--- src/spdtf_pkg.sv ---
// shared constants and types for the port data transmit state machine
package spdtf_pkg;

  ////////////////////////////////////////////////////////////////////////////
  // register byte offsets
  localparam logic [11:0] OFF_CTRL = 12'h000;
  localparam logic [11:0] OFF_CMD = 12'h004;
  localparam logic [11:0] OFF_SETUP = 12'h008;
  localparam logic [11:0] OFF_XFER = 12'h00C;
  localparam logic [11:0] OFF_STATUS = 12'h010;
  localparam logic [11:0] OFF_INTSTAT = 12'h014;
  localparam logic [11:0] OFF_FIS = 12'h018;
  // command header window: slot * 8 + field * 4
  localparam logic [3:0] HDR_PAGE = 4'h1;

  ////////////////////////////////////////////////////////////////////////////
  // field positions
  localparam int CTRL_GIE_BIT = 0;
  localparam int CTRL_FBS_BIT = 1;
  localparam int CTRL_DDE_BIT = 2;
  localparam int CTRL_BCNT_BIT = 3;
  localparam int SETUP_SLOT_LSB = 0;
  localparam int SETUP_MUX_LSB = 8;
  localparam int SETUP_PIO_BIT = 16;
  localparam int INT_PEND_BIT = 0;
  localparam int INT_DDS_BIT = 1;
  localparam int STAT_STATE_LSB = 0;
  localparam int STAT_EXIT_LSB = 8;
  localparam int STAT_FETCH_BIT = 16;
  localparam int STAT_PRD_BIT = 17;
  localparam int STAT_INTR_BIT = 18;
  localparam int FIS_MUX_LSB = 16;
  localparam logic HDR_MUX_FIELD = 1'b0;
  localparam logic HDR_BCNT_FIELD = 1'b1;

  ////////////////////////////////////////////////////////////////////////////
  // reset values, command codes, sizes
  localparam logic [3:0] CTRL_RST = 4'h0;
  localparam logic [4:0] SLOT_RST = 5'h00;
  localparam logic [3:0] MUX_RST = 4'h0;
  localparam logic [31:0] XFER_RST = 32'h0000_0000;
  localparam logic [1:0] CMD_PIO_INTR = 2'h1;
  localparam logic [1:0] CMD_DATA_REQ = 2'h2;
  localparam logic [13:0] FIS_MAX_BYTES = 14'h2000;
  localparam logic [13:0] WORD_BYTES = 14'h0004;

  ////////////////////////////////////////////////////////////////////////////
  // types
  typedef enum logic [4:0] {
    port_idle_state,
    pio_port_intr_set_state,
    pio_intr_generate_state,
    aggregation_state,
    transmit_entry_state,
    hdr_wait_state,
    transmit_state,
    link_status_state,
    transmit_count_update_state,
    count_rmw_state,
    descriptor_intr_state,
    descriptor_set_is_state,
    state_a,
    switching_idle_state,
    nonfatal_error_state,
    fatal_error_state,
    sync_escape_error_state
  } spdtf_state_t;

  typedef struct packed {
    logic [31:0] data;
    logic last;
    logic prd_end;
    logic prd_irq;
  } spdtf_word_t;

  typedef struct packed {
    logic we;
    logic re;
    logic [5:0] addr;
    logic [31:0] wdata;
  } spdtf_mem_req_t;

endpackage

--- src/spdtf_data_tx.sv ---
// port data transmit and pio interrupt state machine with apb registers
//
// Notes on behaviour
// - entering pio interrupt-set state sets this port's global pending bit
// - from interrupt-set go to interrupt generation if enabled, else aggregation
// - interrupt generation raises interrupt output, then goes to aggregation
// - interrupt stays raised until software clears it
// - transmit entry builds data frame for selected slot of current port
// - frame mux port field comes from that slot's command header
// - transmit entry fetches data for the slot and clears descriptor pending
// - nothing to send: state_a, switching idle or port idle; else transmit
// - transmit entry is entered only from port idle on a data request command
// - transmit sends until remaining count or 8KB has gone
// - frame ends on all bytes sent, table end or 8KB
// - descriptor pending set only after good status and descriptor interrupt bit
// - link error with switching enabled goes to non-fatal error
// - a dma terminate from the drive is ignored, frame continues
// - update optionally adds frame size to slot byte count
// - update subtracts frame size from remaining count
// - after update: descriptor interrupt, state_a, switching idle, port idle
// - descriptor interrupt sets done status, clears pending, propagates if enabled
`timescale 1ns/1ps
module spdtf_data_tx (
  input wire logic CLK,
  input wire logic RST_N,
  input wire logic PSEL,
  input wire logic PENABLE,
  input wire logic PWRITE,
  input wire logic [11:0] PADDR,
  input wire logic [31:0] PWDATA,
  output logic [31:0] PRDATA,
  output logic PREADY,
  output logic PSLVERR,
  input wire logic MEM_VALID,
  input wire logic [31:0] MEM_DATA,
  input wire logic MEM_PRD_END,
  input wire logic MEM_PRD_IRQ,
  input wire logic MEM_TABLE_END,
  output logic MEM_READY,
  output logic TX_VALID,
  output logic [31:0] TX_DATA,
  output logic TX_LAST,
  output logic [3:0] TX_MUX,
  input wire logic TX_READY,
  input wire logic LINK_R_OK,
  input wire logic LINK_R_ERR,
  input wire logic LINK_SYNC_ESC,
  input wire logic LINK_FAIL,
  output logic INTR
);

  spdtf_pkg::spdtf_state_t state;
  spdtf_pkg::spdtf_state_t last_exit;
  logic [3:0] ctrl;
  logic [4:0] data_slot_index;
  logic [3:0] current_mux_port;
  logic pio_transfer_pending;
  logic [31:0] remaining_transfer_count;
  logic port_interrupt_pending_bit;
  logic descriptor_done_status;
  logic prd_interrupt_pending;
  logic prd_armed;
  logic fetch_on;
  logic [13:0] fis_bytes;
  logic [13:0] last_fis_bytes;
  logic apb_phase;
  logic [31:0] mem_rdata;
  spdtf_pkg::spdtf_mem_req_t mem_req;
  spdtf_pkg::spdtf_word_t out_word;
  spdtf_pkg::spdtf_word_t skid_word;
  spdtf_pkg::spdtf_word_t in_word;
  spdtf_pkg::spdtf_word_t next_out_word;
  spdtf_pkg::spdtf_word_t next_skid_word;
  logic skid_valid;
  logic next_out_valid;
  logic next_skid_valid;
  logic next_fetch_on;
  logic [13:0] next_bytes;
  logic push;
  logic pop;
  logic flush;
  logic global_interrupt_enable;
  logic switching_enable;
  logic descriptor_done_enable;
  logic bcnt_enable;
  logic apb_req;
  logic apb_done;
  logic apb_wr;
  logic hdr_sel;
  logic [1:0] cmd;
  logic clr_pend;
  logic clr_dds;
  logic [31:0] read_mux;

  assign global_interrupt_enable = ctrl[spdtf_pkg::CTRL_GIE_BIT];
  assign switching_enable = ctrl[spdtf_pkg::CTRL_FBS_BIT];
  assign descriptor_done_enable = ctrl[spdtf_pkg::CTRL_DDE_BIT];
  assign bcnt_enable = ctrl[spdtf_pkg::CTRL_BCNT_BIT];

  //////////////////////////////////////////////////////////////////////////////
  // helpers

  function automatic logic is_mapped(input logic [11:0] a);
    is_mapped = (a[11:8] == spdtf_pkg::HDR_PAGE) ||
                (a == spdtf_pkg::OFF_CTRL) || (a == spdtf_pkg::OFF_CMD) ||
                (a == spdtf_pkg::OFF_SETUP) || (a == spdtf_pkg::OFF_XFER) ||
                (a == spdtf_pkg::OFF_STATUS) ||
                (a == spdtf_pkg::OFF_INTSTAT) || (a == spdtf_pkg::OFF_FIS);
  endfunction

  // exit when the frame path is finished with this request
  function automatic spdtf_pkg::spdtf_state_t route_out(input logic pio,
                                                        input logic fbs);
    if (pio) begin
      route_out = spdtf_pkg::state_a;
    end else if (fbs) begin
      route_out = spdtf_pkg::switching_idle_state;
    end else begin
      route_out = spdtf_pkg::port_idle_state;
    end
  endfunction

  //////////////////////////////////////////////////////////////////////////////
  // apb slave: one wait state for registers, two for the header window

  assign apb_req = PSEL && PENABLE && !PREADY;
  assign apb_done = PSEL && PENABLE && PREADY;
  assign apb_wr = apb_done && PWRITE;
  assign hdr_sel = PADDR[11:8] == spdtf_pkg::HDR_PAGE;
  assign cmd = (apb_wr && PADDR == spdtf_pkg::OFF_CMD) ? PWDATA[1:0] : 2'h0;
  assign clr_pend = apb_wr && PADDR == spdtf_pkg::OFF_INTSTAT &&
                    PWDATA[spdtf_pkg::INT_PEND_BIT];
  assign clr_dds = apb_wr && PADDR == spdtf_pkg::OFF_INTSTAT &&
                   PWDATA[spdtf_pkg::INT_DDS_BIT];

  always_comb begin
    read_mux = 32'h0000_0000;
    if (PADDR == spdtf_pkg::OFF_CTRL) begin
      read_mux[3:0] = ctrl;
    end else if (PADDR == spdtf_pkg::OFF_SETUP) begin
      read_mux[spdtf_pkg::SETUP_SLOT_LSB +: 5] = data_slot_index;
      read_mux[spdtf_pkg::SETUP_MUX_LSB +: 4] = current_mux_port;
      read_mux[spdtf_pkg::SETUP_PIO_BIT] = pio_transfer_pending;
    end else if (PADDR == spdtf_pkg::OFF_XFER) begin
      read_mux = remaining_transfer_count;
    end else if (PADDR == spdtf_pkg::OFF_STATUS) begin
      read_mux[spdtf_pkg::STAT_STATE_LSB +: 5] = state;
      read_mux[spdtf_pkg::STAT_EXIT_LSB +: 5] = last_exit;
      read_mux[spdtf_pkg::STAT_FETCH_BIT] = fetch_on;
      read_mux[spdtf_pkg::STAT_PRD_BIT] = prd_interrupt_pending;
      read_mux[spdtf_pkg::STAT_INTR_BIT] = INTR;
    end else if (PADDR == spdtf_pkg::OFF_INTSTAT) begin
      read_mux[spdtf_pkg::INT_PEND_BIT] = port_interrupt_pending_bit;
      read_mux[spdtf_pkg::INT_DDS_BIT] = descriptor_done_status;
    end else if (PADDR == spdtf_pkg::OFF_FIS) begin
      read_mux[13:0] = last_fis_bytes;
      read_mux[spdtf_pkg::FIS_MUX_LSB +: 4] = TX_MUX;
    end
  end

  // the header window is only opened while the machine is idle, so the
  // state machine always owns the single memory port during a request
  always_ff @(posedge CLK or negedge RST_N) begin
    if (!RST_N) begin
      PREADY <= 1'b0;
      PSLVERR <= 1'b0;
      PRDATA <= 32'h0000_0000;
      apb_phase <= 1'b0;
    end else begin
      PREADY <= 1'b0;
      PSLVERR <= 1'b0;
      if (apb_req && hdr_sel) begin
        if (apb_phase) begin
          PREADY <= 1'b1;
          PRDATA <= PWRITE ? 32'h0000_0000 : mem_rdata;
          apb_phase <= 1'b0;
        end else if (state == spdtf_pkg::port_idle_state) begin
          apb_phase <= 1'b1;
        end
      end else if (apb_req) begin
        PREADY <= 1'b1;
        PSLVERR <= !is_mapped(PADDR);
        PRDATA <= PWRITE ? 32'h0000_0000 : read_mux;
      end
    end
  end

  // state machine reads have priority over the bus
  always_comb begin
    mem_req = '0;
    if (state == spdtf_pkg::transmit_entry_state) begin
      mem_req.re = 1'b1;
      mem_req.addr = {data_slot_index, spdtf_pkg::HDR_MUX_FIELD};
    end else if (state == spdtf_pkg::transmit_count_update_state) begin
      mem_req.re = bcnt_enable;
      mem_req.addr = {data_slot_index, spdtf_pkg::HDR_BCNT_FIELD};
    end else if (state == spdtf_pkg::count_rmw_state) begin
      mem_req.we = 1'b1;
      mem_req.addr = {data_slot_index, spdtf_pkg::HDR_BCNT_FIELD};
      mem_req.wdata = mem_rdata + {18'h00000, last_fis_bytes};
    end else begin
      mem_req.re = apb_req && hdr_sel && !apb_phase && !PWRITE &&
                   state == spdtf_pkg::port_idle_state;
      mem_req.we = apb_wr && hdr_sel;
      mem_req.addr = PADDR[7:2];
      mem_req.wdata = PWDATA;
    end
  end

  spdtf_hdr_mem u_hdr_mem (
    .CLK(CLK),
    .req(mem_req),
    .rdata(mem_rdata)
  );

  //////////////////////////////////////////////////////////////////////////////
  // software registers

  always_ff @(posedge CLK or negedge RST_N) begin
    if (!RST_N) begin
      ctrl <= spdtf_pkg::CTRL_RST;
      data_slot_index <= spdtf_pkg::SLOT_RST;
      current_mux_port <= spdtf_pkg::MUX_RST;
      pio_transfer_pending <= 1'b0;
    end else if (apb_wr && PADDR == spdtf_pkg::OFF_CTRL) begin
      ctrl <= PWDATA[3:0];
    end else if (apb_wr && PADDR == spdtf_pkg::OFF_SETUP) begin
      data_slot_index <= PWDATA[spdtf_pkg::SETUP_SLOT_LSB +: 5];
      current_mux_port <= PWDATA[spdtf_pkg::SETUP_MUX_LSB +: 4];
      pio_transfer_pending <= PWDATA[spdtf_pkg::SETUP_PIO_BIT];
    end
  end

  // hardware decrement wins over a software write in the same cycle
  always_ff @(posedge CLK or negedge RST_N) begin
    if (!RST_N) begin
      remaining_transfer_count <= spdtf_pkg::XFER_RST;
    end else if (state == spdtf_pkg::transmit_count_update_state) begin
      if (remaining_transfer_count > {18'h00000, last_fis_bytes}) begin
        remaining_transfer_count <= remaining_transfer_count -
                                    {18'h00000, last_fis_bytes};
      end else begin
        remaining_transfer_count <= 32'h0000_0000;
      end
    end else if (apb_wr && PADDR == spdtf_pkg::OFF_XFER) begin
      remaining_transfer_count <= PWDATA;
    end
  end

  //////////////////////////////////////////////////////////////////////////////
  // interrupt status: hardware set wins over a write-one clear

  always_ff @(posedge CLK or negedge RST_N) begin
    if (!RST_N) begin
      port_interrupt_pending_bit <= 1'b0;
      descriptor_done_status <= 1'b0;
      INTR <= 1'b0;
    end else begin
      if (state == spdtf_pkg::pio_port_intr_set_state ||
          state == spdtf_pkg::descriptor_set_is_state) begin
        port_interrupt_pending_bit <= 1'b1;
      end else if (clr_pend) begin
        port_interrupt_pending_bit <= 1'b0;
      end
      if (state == spdtf_pkg::descriptor_intr_state) begin
        descriptor_done_status <= 1'b1;
      end else if (clr_dds) begin
        descriptor_done_status <= 1'b0;
      end
      if (state == spdtf_pkg::pio_intr_generate_state ||
          (state == spdtf_pkg::descriptor_set_is_state &&
           global_interrupt_enable)) begin
        INTR <= 1'b1;
      end else if (clr_pend) begin
        INTR <= 1'b0;
      end
    end
  end

  always_ff @(posedge CLK or negedge RST_N) begin
    if (!RST_N) begin
      prd_interrupt_pending <= 1'b0;
    end else if (state == spdtf_pkg::transmit_entry_state ||
                 state == spdtf_pkg::descriptor_intr_state) begin
      prd_interrupt_pending <= 1'b0;
    end else if (state == spdtf_pkg::link_status_state && LINK_R_OK &&
                 !LINK_SYNC_ESC && prd_armed) begin
      prd_interrupt_pending <= 1'b1;
    end
  end

  //////////////////////////////////////////////////////////////////////////////
  // main state machine

  always_ff @(posedge CLK or negedge RST_N) begin
    if (!RST_N) begin
      state <= spdtf_pkg::port_idle_state;
    end else begin
      case (state)
        spdtf_pkg::port_idle_state: begin
          if (cmd == spdtf_pkg::CMD_PIO_INTR) begin
            state <= spdtf_pkg::pio_port_intr_set_state;
          end else if (cmd == spdtf_pkg::CMD_DATA_REQ) begin
            state <= spdtf_pkg::transmit_entry_state;
          end
        end
        spdtf_pkg::pio_port_intr_set_state: begin
          if (global_interrupt_enable) begin
            state <= spdtf_pkg::pio_intr_generate_state;
          end else begin
            state <= spdtf_pkg::aggregation_state;
          end
        end
        spdtf_pkg::pio_intr_generate_state: begin
          state <= spdtf_pkg::aggregation_state;
        end
        spdtf_pkg::transmit_entry_state: begin
          if (remaining_transfer_count == 32'h0000_0000) begin
            state <= route_out(pio_transfer_pending,
                               switching_enable);
          end else begin
            state <= spdtf_pkg::hdr_wait_state;
          end
        end
        spdtf_pkg::hdr_wait_state: begin
          state <= spdtf_pkg::transmit_state;
        end
        spdtf_pkg::transmit_state: begin
          // a dma terminate from the drive has no input here on purpose
          if (LINK_SYNC_ESC) begin
            state <= spdtf_pkg::sync_escape_error_state;
          end else if (LINK_FAIL) begin
            state <= spdtf_pkg::fatal_error_state;
          end else if (pop && out_word.last) begin
            state <= spdtf_pkg::link_status_state;
          end
        end
        spdtf_pkg::link_status_state: begin
          if (LINK_SYNC_ESC) begin
            state <= spdtf_pkg::sync_escape_error_state;
          end else if (LINK_R_OK) begin
            state <= spdtf_pkg::transmit_count_update_state;
          end else if (LINK_R_ERR && switching_enable) begin
            state <= spdtf_pkg::nonfatal_error_state;
          end else if (LINK_R_ERR || LINK_FAIL) begin
            state <= spdtf_pkg::fatal_error_state;
          end
        end
        spdtf_pkg::transmit_count_update_state: begin
          if (bcnt_enable) begin
            state <= spdtf_pkg::count_rmw_state;
          end else if (prd_interrupt_pending) begin
            state <= spdtf_pkg::descriptor_intr_state;
          end else begin
            state <= route_out(pio_transfer_pending, switching_enable);
          end
        end
        spdtf_pkg::count_rmw_state: begin
          if (prd_interrupt_pending) begin
            state <= spdtf_pkg::descriptor_intr_state;
          end else begin
            state <= route_out(pio_transfer_pending, switching_enable);
          end
        end
        spdtf_pkg::descriptor_intr_state: begin
          if (descriptor_done_enable) begin
            state <= spdtf_pkg::descriptor_set_is_state;
          end else begin
            state <= route_out(pio_transfer_pending, switching_enable);
          end
        end
        spdtf_pkg::descriptor_set_is_state: begin
          state <= route_out(pio_transfer_pending, switching_enable);
        end
        default: begin
          // hand-off states: held for one cycle, then back to port idle
          state <= spdtf_pkg::port_idle_state;
        end
      endcase
    end
  end

  always_ff @(posedge CLK or negedge RST_N) begin
    if (!RST_N) begin
      last_exit <= spdtf_pkg::port_idle_state;
    end else if (state == spdtf_pkg::aggregation_state ||
                 state == spdtf_pkg::state_a ||
                 state == spdtf_pkg::switching_idle_state ||
                 state == spdtf_pkg::nonfatal_error_state ||
                 state == spdtf_pkg::fatal_error_state ||
                 state == spdtf_pkg::sync_escape_error_state) begin
      last_exit <= state;
    end
  end

  //////////////////////////////////////////////////////////////////////////////
  // frame counting and header capture

  assign push = MEM_READY && MEM_VALID;
  assign pop = TX_VALID && TX_READY;
  assign flush = state != spdtf_pkg::transmit_state &&
                 state != spdtf_pkg::hdr_wait_state;
  assign next_bytes = fis_bytes + spdtf_pkg::WORD_BYTES;

  always_comb begin
    in_word.data = MEM_DATA;
    in_word.prd_end = MEM_PRD_END;
    in_word.prd_irq = MEM_PRD_IRQ;
    in_word.last = ({18'h00000, next_bytes} >= remaining_transfer_count) ||
                   (next_bytes == spdtf_pkg::FIS_MAX_BYTES) ||
                   MEM_TABLE_END;
  end

  always_ff @(posedge CLK or negedge RST_N) begin
    if (!RST_N) begin
      fis_bytes <= 14'h0000;
      last_fis_bytes <= 14'h0000;
      prd_armed <= 1'b0;
      TX_MUX <= 4'h0;
    end else begin
      if (state == spdtf_pkg::transmit_entry_state) begin
        fis_bytes <= 14'h0000;
        prd_armed <= 1'b0;
      end else if (push && !flush) begin
        fis_bytes <= next_bytes;
      end
      if (state == spdtf_pkg::link_status_state) begin
        last_fis_bytes <= fis_bytes;
      end
      if (pop && out_word.prd_end && out_word.prd_irq) begin
        prd_armed <= 1'b1;
      end
      if (state == spdtf_pkg::hdr_wait_state) begin
        TX_MUX <= mem_rdata[3:0];
      end
    end
  end

  //////////////////////////////////////////////////////////////////////////////
  // two-entry skid buffer between fetch and link; outputs come from flops

  always_comb begin
    next_out_valid = TX_VALID;
    next_out_word = out_word;
    next_skid_valid = skid_valid;
    next_skid_word = skid_word;
    next_fetch_on = fetch_on;
    if (flush) begin
      next_out_valid = 1'b0;
      next_skid_valid = 1'b0;
      next_fetch_on = state == spdtf_pkg::transmit_entry_state &&
                      remaining_transfer_count != 32'h0000_0000;
    end else begin
      if (!TX_VALID || pop) begin
        if (skid_valid) begin
          next_out_word = skid_word;
          next_skid_valid = push;
          next_skid_word = in_word;
        end else begin
          next_out_valid = push;
          next_out_word = in_word;
        end
      end else if (push) begin
        next_skid_valid = 1'b1;
        next_skid_word = in_word;
      end
      if (push && in_word.last) begin
        next_fetch_on = 1'b0;
      end
    end
  end

  always_ff @(posedge CLK or negedge RST_N) begin
    if (!RST_N) begin
      TX_VALID <= 1'b0;
      out_word <= '0;
      skid_valid <= 1'b0;
      skid_word <= '0;
      fetch_on <= 1'b0;
      MEM_READY <= 1'b0;
    end else begin
      TX_VALID <= next_out_valid;
      out_word <= next_out_word;
      skid_valid <= next_skid_valid;
      skid_word <= next_skid_word;
      fetch_on <= next_fetch_on;
      // fetching stalls as soon as the skid entry is taken
      MEM_READY <= next_fetch_on && !next_skid_valid &&
                   state != spdtf_pkg::transmit_entry_state;
    end
  end

  assign TX_DATA = out_word.data;
  assign TX_LAST = out_word.last;

endmodule

--- src/spdtf_hdr_mem.sv ---
// command header store: mux port field and descriptor byte count per slot
`timescale 1ns/1ps
module spdtf_hdr_mem (
  input wire logic CLK,
  input wire spdtf_pkg::spdtf_mem_req_t req,
  output logic [31:0] rdata
);
  logic [31:0] mem [0:63];

  // no reset on the array; read data is registered
  always_ff @(posedge CLK) begin
    if (req.we) begin
      mem[req.addr] <= req.wdata;
    end
    if (req.re) begin
      rdata <= mem[req.addr];
    end
  end
endmodule

--- config.mk ---
export PLATFORM = sky130hd
export DESIGN_NAME = spdtf_data_tx
export DESIGN_NICKNAME = d
export VERILOG_FILES = /design/src/spdtf_pkg.sv /design/src/spdtf_data_tx.sv /design/src/spdtf_hdr_mem.sv
export SDC_FILE = /design/constraint.sdc
export NUM_CORES = 2
export LEC_CHECK = 0
export BUFFER_PORTS_ARGS = -buffer_cell sky130_fd_sc_hd__clkbuf_2
export CAP_MARGIN = 0
export CORE_UTILIZATION = 35
export DETAILED_ROUTE_END_ITERATION = 10
export PLACE_DENSITY = 0.49
export SLEW_MARGIN = 20
export SYNTH_ARGS = -nofsm -noshare
export SYNTH_HDL_FRONTEND = slang
export SYNTH_SLANG_ARGS = --single-unit
--- constraint.sdc ---
create_clock -name CLK -period 5.25 [get_ports CLK]
set_input_delay 0.2625 -clock CLK [delete_from_list [all_inputs] [get_ports CLK]]
set_output_delay 0.2625 -clock CLK [all_outputs]
set_load 0.005 [all_outputs]
==> impl_metrics.ini <==
[status]
status = finished, violations left
violations = DRC

[job]
drv_cap = 0

[placement]
hpwl_mm = 192
port_buffers = 163
gp_congestion = 0.881
place_ws_ns = -0.0385
post_dp_cell_area_um2 = 96900

[pwr]
power.leakage_nw = 35.1
power_density_nw_per_um2 = 481
vdd_drop_max_mv = 0.284
total_power_mw = 50.7

[synthesis]
synthCells = 5524
syn_area_per_cell_um2 = 16.1
yosys_warnings = 0
ys_seq_elements = 2278
yosysTopAreaCell = edfxtp_1
synth-edff-count = 2080
synth_ff_type = edfxtp_1
async_reset_ff_share_pct = 8.69
syn_nets = 5654
seq_area_frac_synth_pct = 76.0
synthDistinctLibCells = 88
synth_top_area_share_pct = 70.4
yosys-top-cells-area = edfxtp_1, dfrtp_1, mux2i_1
synth_area_um2 = 88700

[cells_and_area]
regArea_um2 = 67400
drive_gt1_share_pct = 17.6
final_common_cell = edfxtp_1
fill_cells = 22451
final_area_um2 = 105000
fin_nets = 6119
multi_input_area_um2 = 20400
syn_to_final_growth_pct = 18.9
final_cell_mix = edfxtp_1, nand2_1, buf_4

[drt]
postRouteAntennaNets = 0
drt-wirelength-per-cell_um = 33.4
firstDrtPassIters = 11
routed_via_density = 5.92
num_vias = 56525
drc = 78
routed_wl_mm = 319
drt_iter0_markers = 8531

[setup_path]
reg2reg_setup_slack_ns = 0.26
worst-path-buf-inv = 2
cpPeakStageDelay_ns = 0.81
worstPathArrival_ns = 5.58
path_class = register to register
required_ns = 5.84
cp_top_family = simple AND/OR/NAND/NOR gates
path_max_fanout = 28
crit_slowest_cell = or4_1
critPathMostFrequentCell = buf_12
r2r-start = state[2]
r2r_end = u_hdr_mem.rdata[15]
cp_cell_sequence = or4b_1 -> mux2_2 -> or2_4 -> buf_12 -> buf_12 -> o22ai_1 -> o21ai_0 -> nand4_1 -> or4_1
endpoint_kind = register
critPathLaunchType = register
reg2reg_depth = 9

[clock_tree]
clk_latency_ns = 0.89
clkTransAtPathRegs_ns = 0.06
htree_levels = 4
cts_buffers = 234
cts_sinks = 2278
cts_tree = yes
clockBufferDepth = 3
ctsRootBufferMaster = clkbuf_16

[timing]
layout_worst_path_cycle_share_pct = 95.1
whs_ns = 0.0405
finalHoldViolations = 0
slew_headroom_pct = 19.0
tns_ns = 0
layout_setup_ws_ns = 0.257
setup_violations = 0
period_needed_ns = 4.99
clock_skew_ns = 0.0564
fmax_mhz = 200
tightest_slew_ns = 1.20
rsz0062_at_grt = no
slew_viol_final = 0

[global_route]
track_usage_pct = 24.4
antenna_found_initial = 21
grt_overflow = 0
grt_pass1_wl_mm = 439
grt_pass1_vias = 53892
grt_max_degree = 101

[die]
die_area_um2 = 255000
row_count = 184
initial_core_util_pct = 35.3
die_y_um = 505
core_um2 = 252000
pin_count = 164
fp.dieW_um = 505

[worst_hold_path]
hold_class = input pin to asynchronous set/reset pin
[registers in the layout (all words and copies together), names as in the netlist, 2 cells and up]
register / cells
TX_MUX: 4
last_exit: 5
u_hdr_mem.mem: 2048
TX_DATA: 32
state: 5
remaining_transfer_count: 32
current_mux_port: 4
fis_bytes: 12
u_hdr_mem.rdata: 32
out_word: 2
skid_word: 35
ctrl: 4
PRDATA: 32
data_slot_index: 5
last_fis_bytes: 12
[worst max path at each step]
stage / from / to / slack, ns / depth (start not counted)
after floorplan: PADDR[9] / u_hdr_mem.rdata[0] / 0.03 / 6
after global placement: state[3] / u_hdr_mem.rdata[15] / 0.03 / 10
after detailed placement: state[3] / u_hdr_mem.rdata[15] / -0.04 / 10
after CTS: state[4] / u_hdr_mem.rdata[15] / 0.003 / 9
after global routing: state[2] / u_hdr_mem.rdata[15] / 0.13 / 9
final: state[2] / u_hdr_mem.rdata[15] / 0.26 / 9
[timing repair]
item | in CTS | in global routing
setup endpoints to repair | 1 | 1
pin swaps | 1 | 1
resized for setup | 1 | 2
hold buffers | 83 | 0
endpoints found under the hold margin | 248 | 0
setup buffers | 0 | 0
[routing by layer]
| layer | up-vias | track usage, % | share of wire (%) |
|---|---|---|---|
| li1 | 23422 | - | - |
| met1 | 29611 | 34.4 | 42 |
| met2 | 3050 | 38.3 | 46 |
| met3 | 436 | 4.84 | 9.7 |
| met4 | 6 | 6.77 | 2.7 |
| met5 | - | 0 | 0.014 |
[Yosys cell counts (all sizes together), types with 7 or more instances]
master	number
a21o	22
nor2	159
nand2b	16
a221oi	215
a2bb2oi	7
a22oi	203
mux2i	274
or4	16
o211ai	44
nor4	23
nand3	57
nand4	34
or2	13
a222oi	149
clkbuf	184
o22ai	121
and3	33
ha	40
o22a	7
or3	11
xnor2	31
nand3b	18
o31a	8
inv	51
o21ai	221
dfrtp	198
a211oi	20
a31oi	79
a22o	82
a21oi	223
buf	202
edfxtp	2080
a221o	34
xor2	19
nor3	34
mux2	57
nand2	430
[stage by stage]
step                      util, %  instances
after global placement       38.5       9017
after detailed placement     38.5       9018
final                        41.9       9551
after floorplan                 -       5524
after global routing         41.9       9544
after CTS                    41.9       9542
[kinds of logic after synthesis]
family / synth area share (%)
DFF: 76.0
AOI/OAI and AO/OA: 12.3
and+or+nand+nor: 4.55
buffers and inverters: 2.21
muxes: 3.83
xor gates and xnor gates: 0.494
adders and majority gates: 0.564
other: 0.00847
[where the power goes]
| group | internal [mW] | leakage (nW) | switching (mW) |
|---|---|---|---|
| combinational | 3.36 | 9.96 | 8.43 |
| sequential | 21.5 | 21.4 | 0.690 |
| clock | 9.53 | 3.74 | 7.15 |
| total | 34.4 | 35.1 | 16.3 |
[final cells by class]
class                           count  area share (%)
Antenna cell                        9          0.0214
Tap cell                         3348            3.97
Multi-Input combinational cell   2809            19.3
Clock inverter                    155            1.38
Inverter                           51           0.182
Sequential cell                  2278            63.9
Clock buffer                      286            5.87
Timing Repair Buffer              615            5.31
Power figures use the tool's default switching activity.
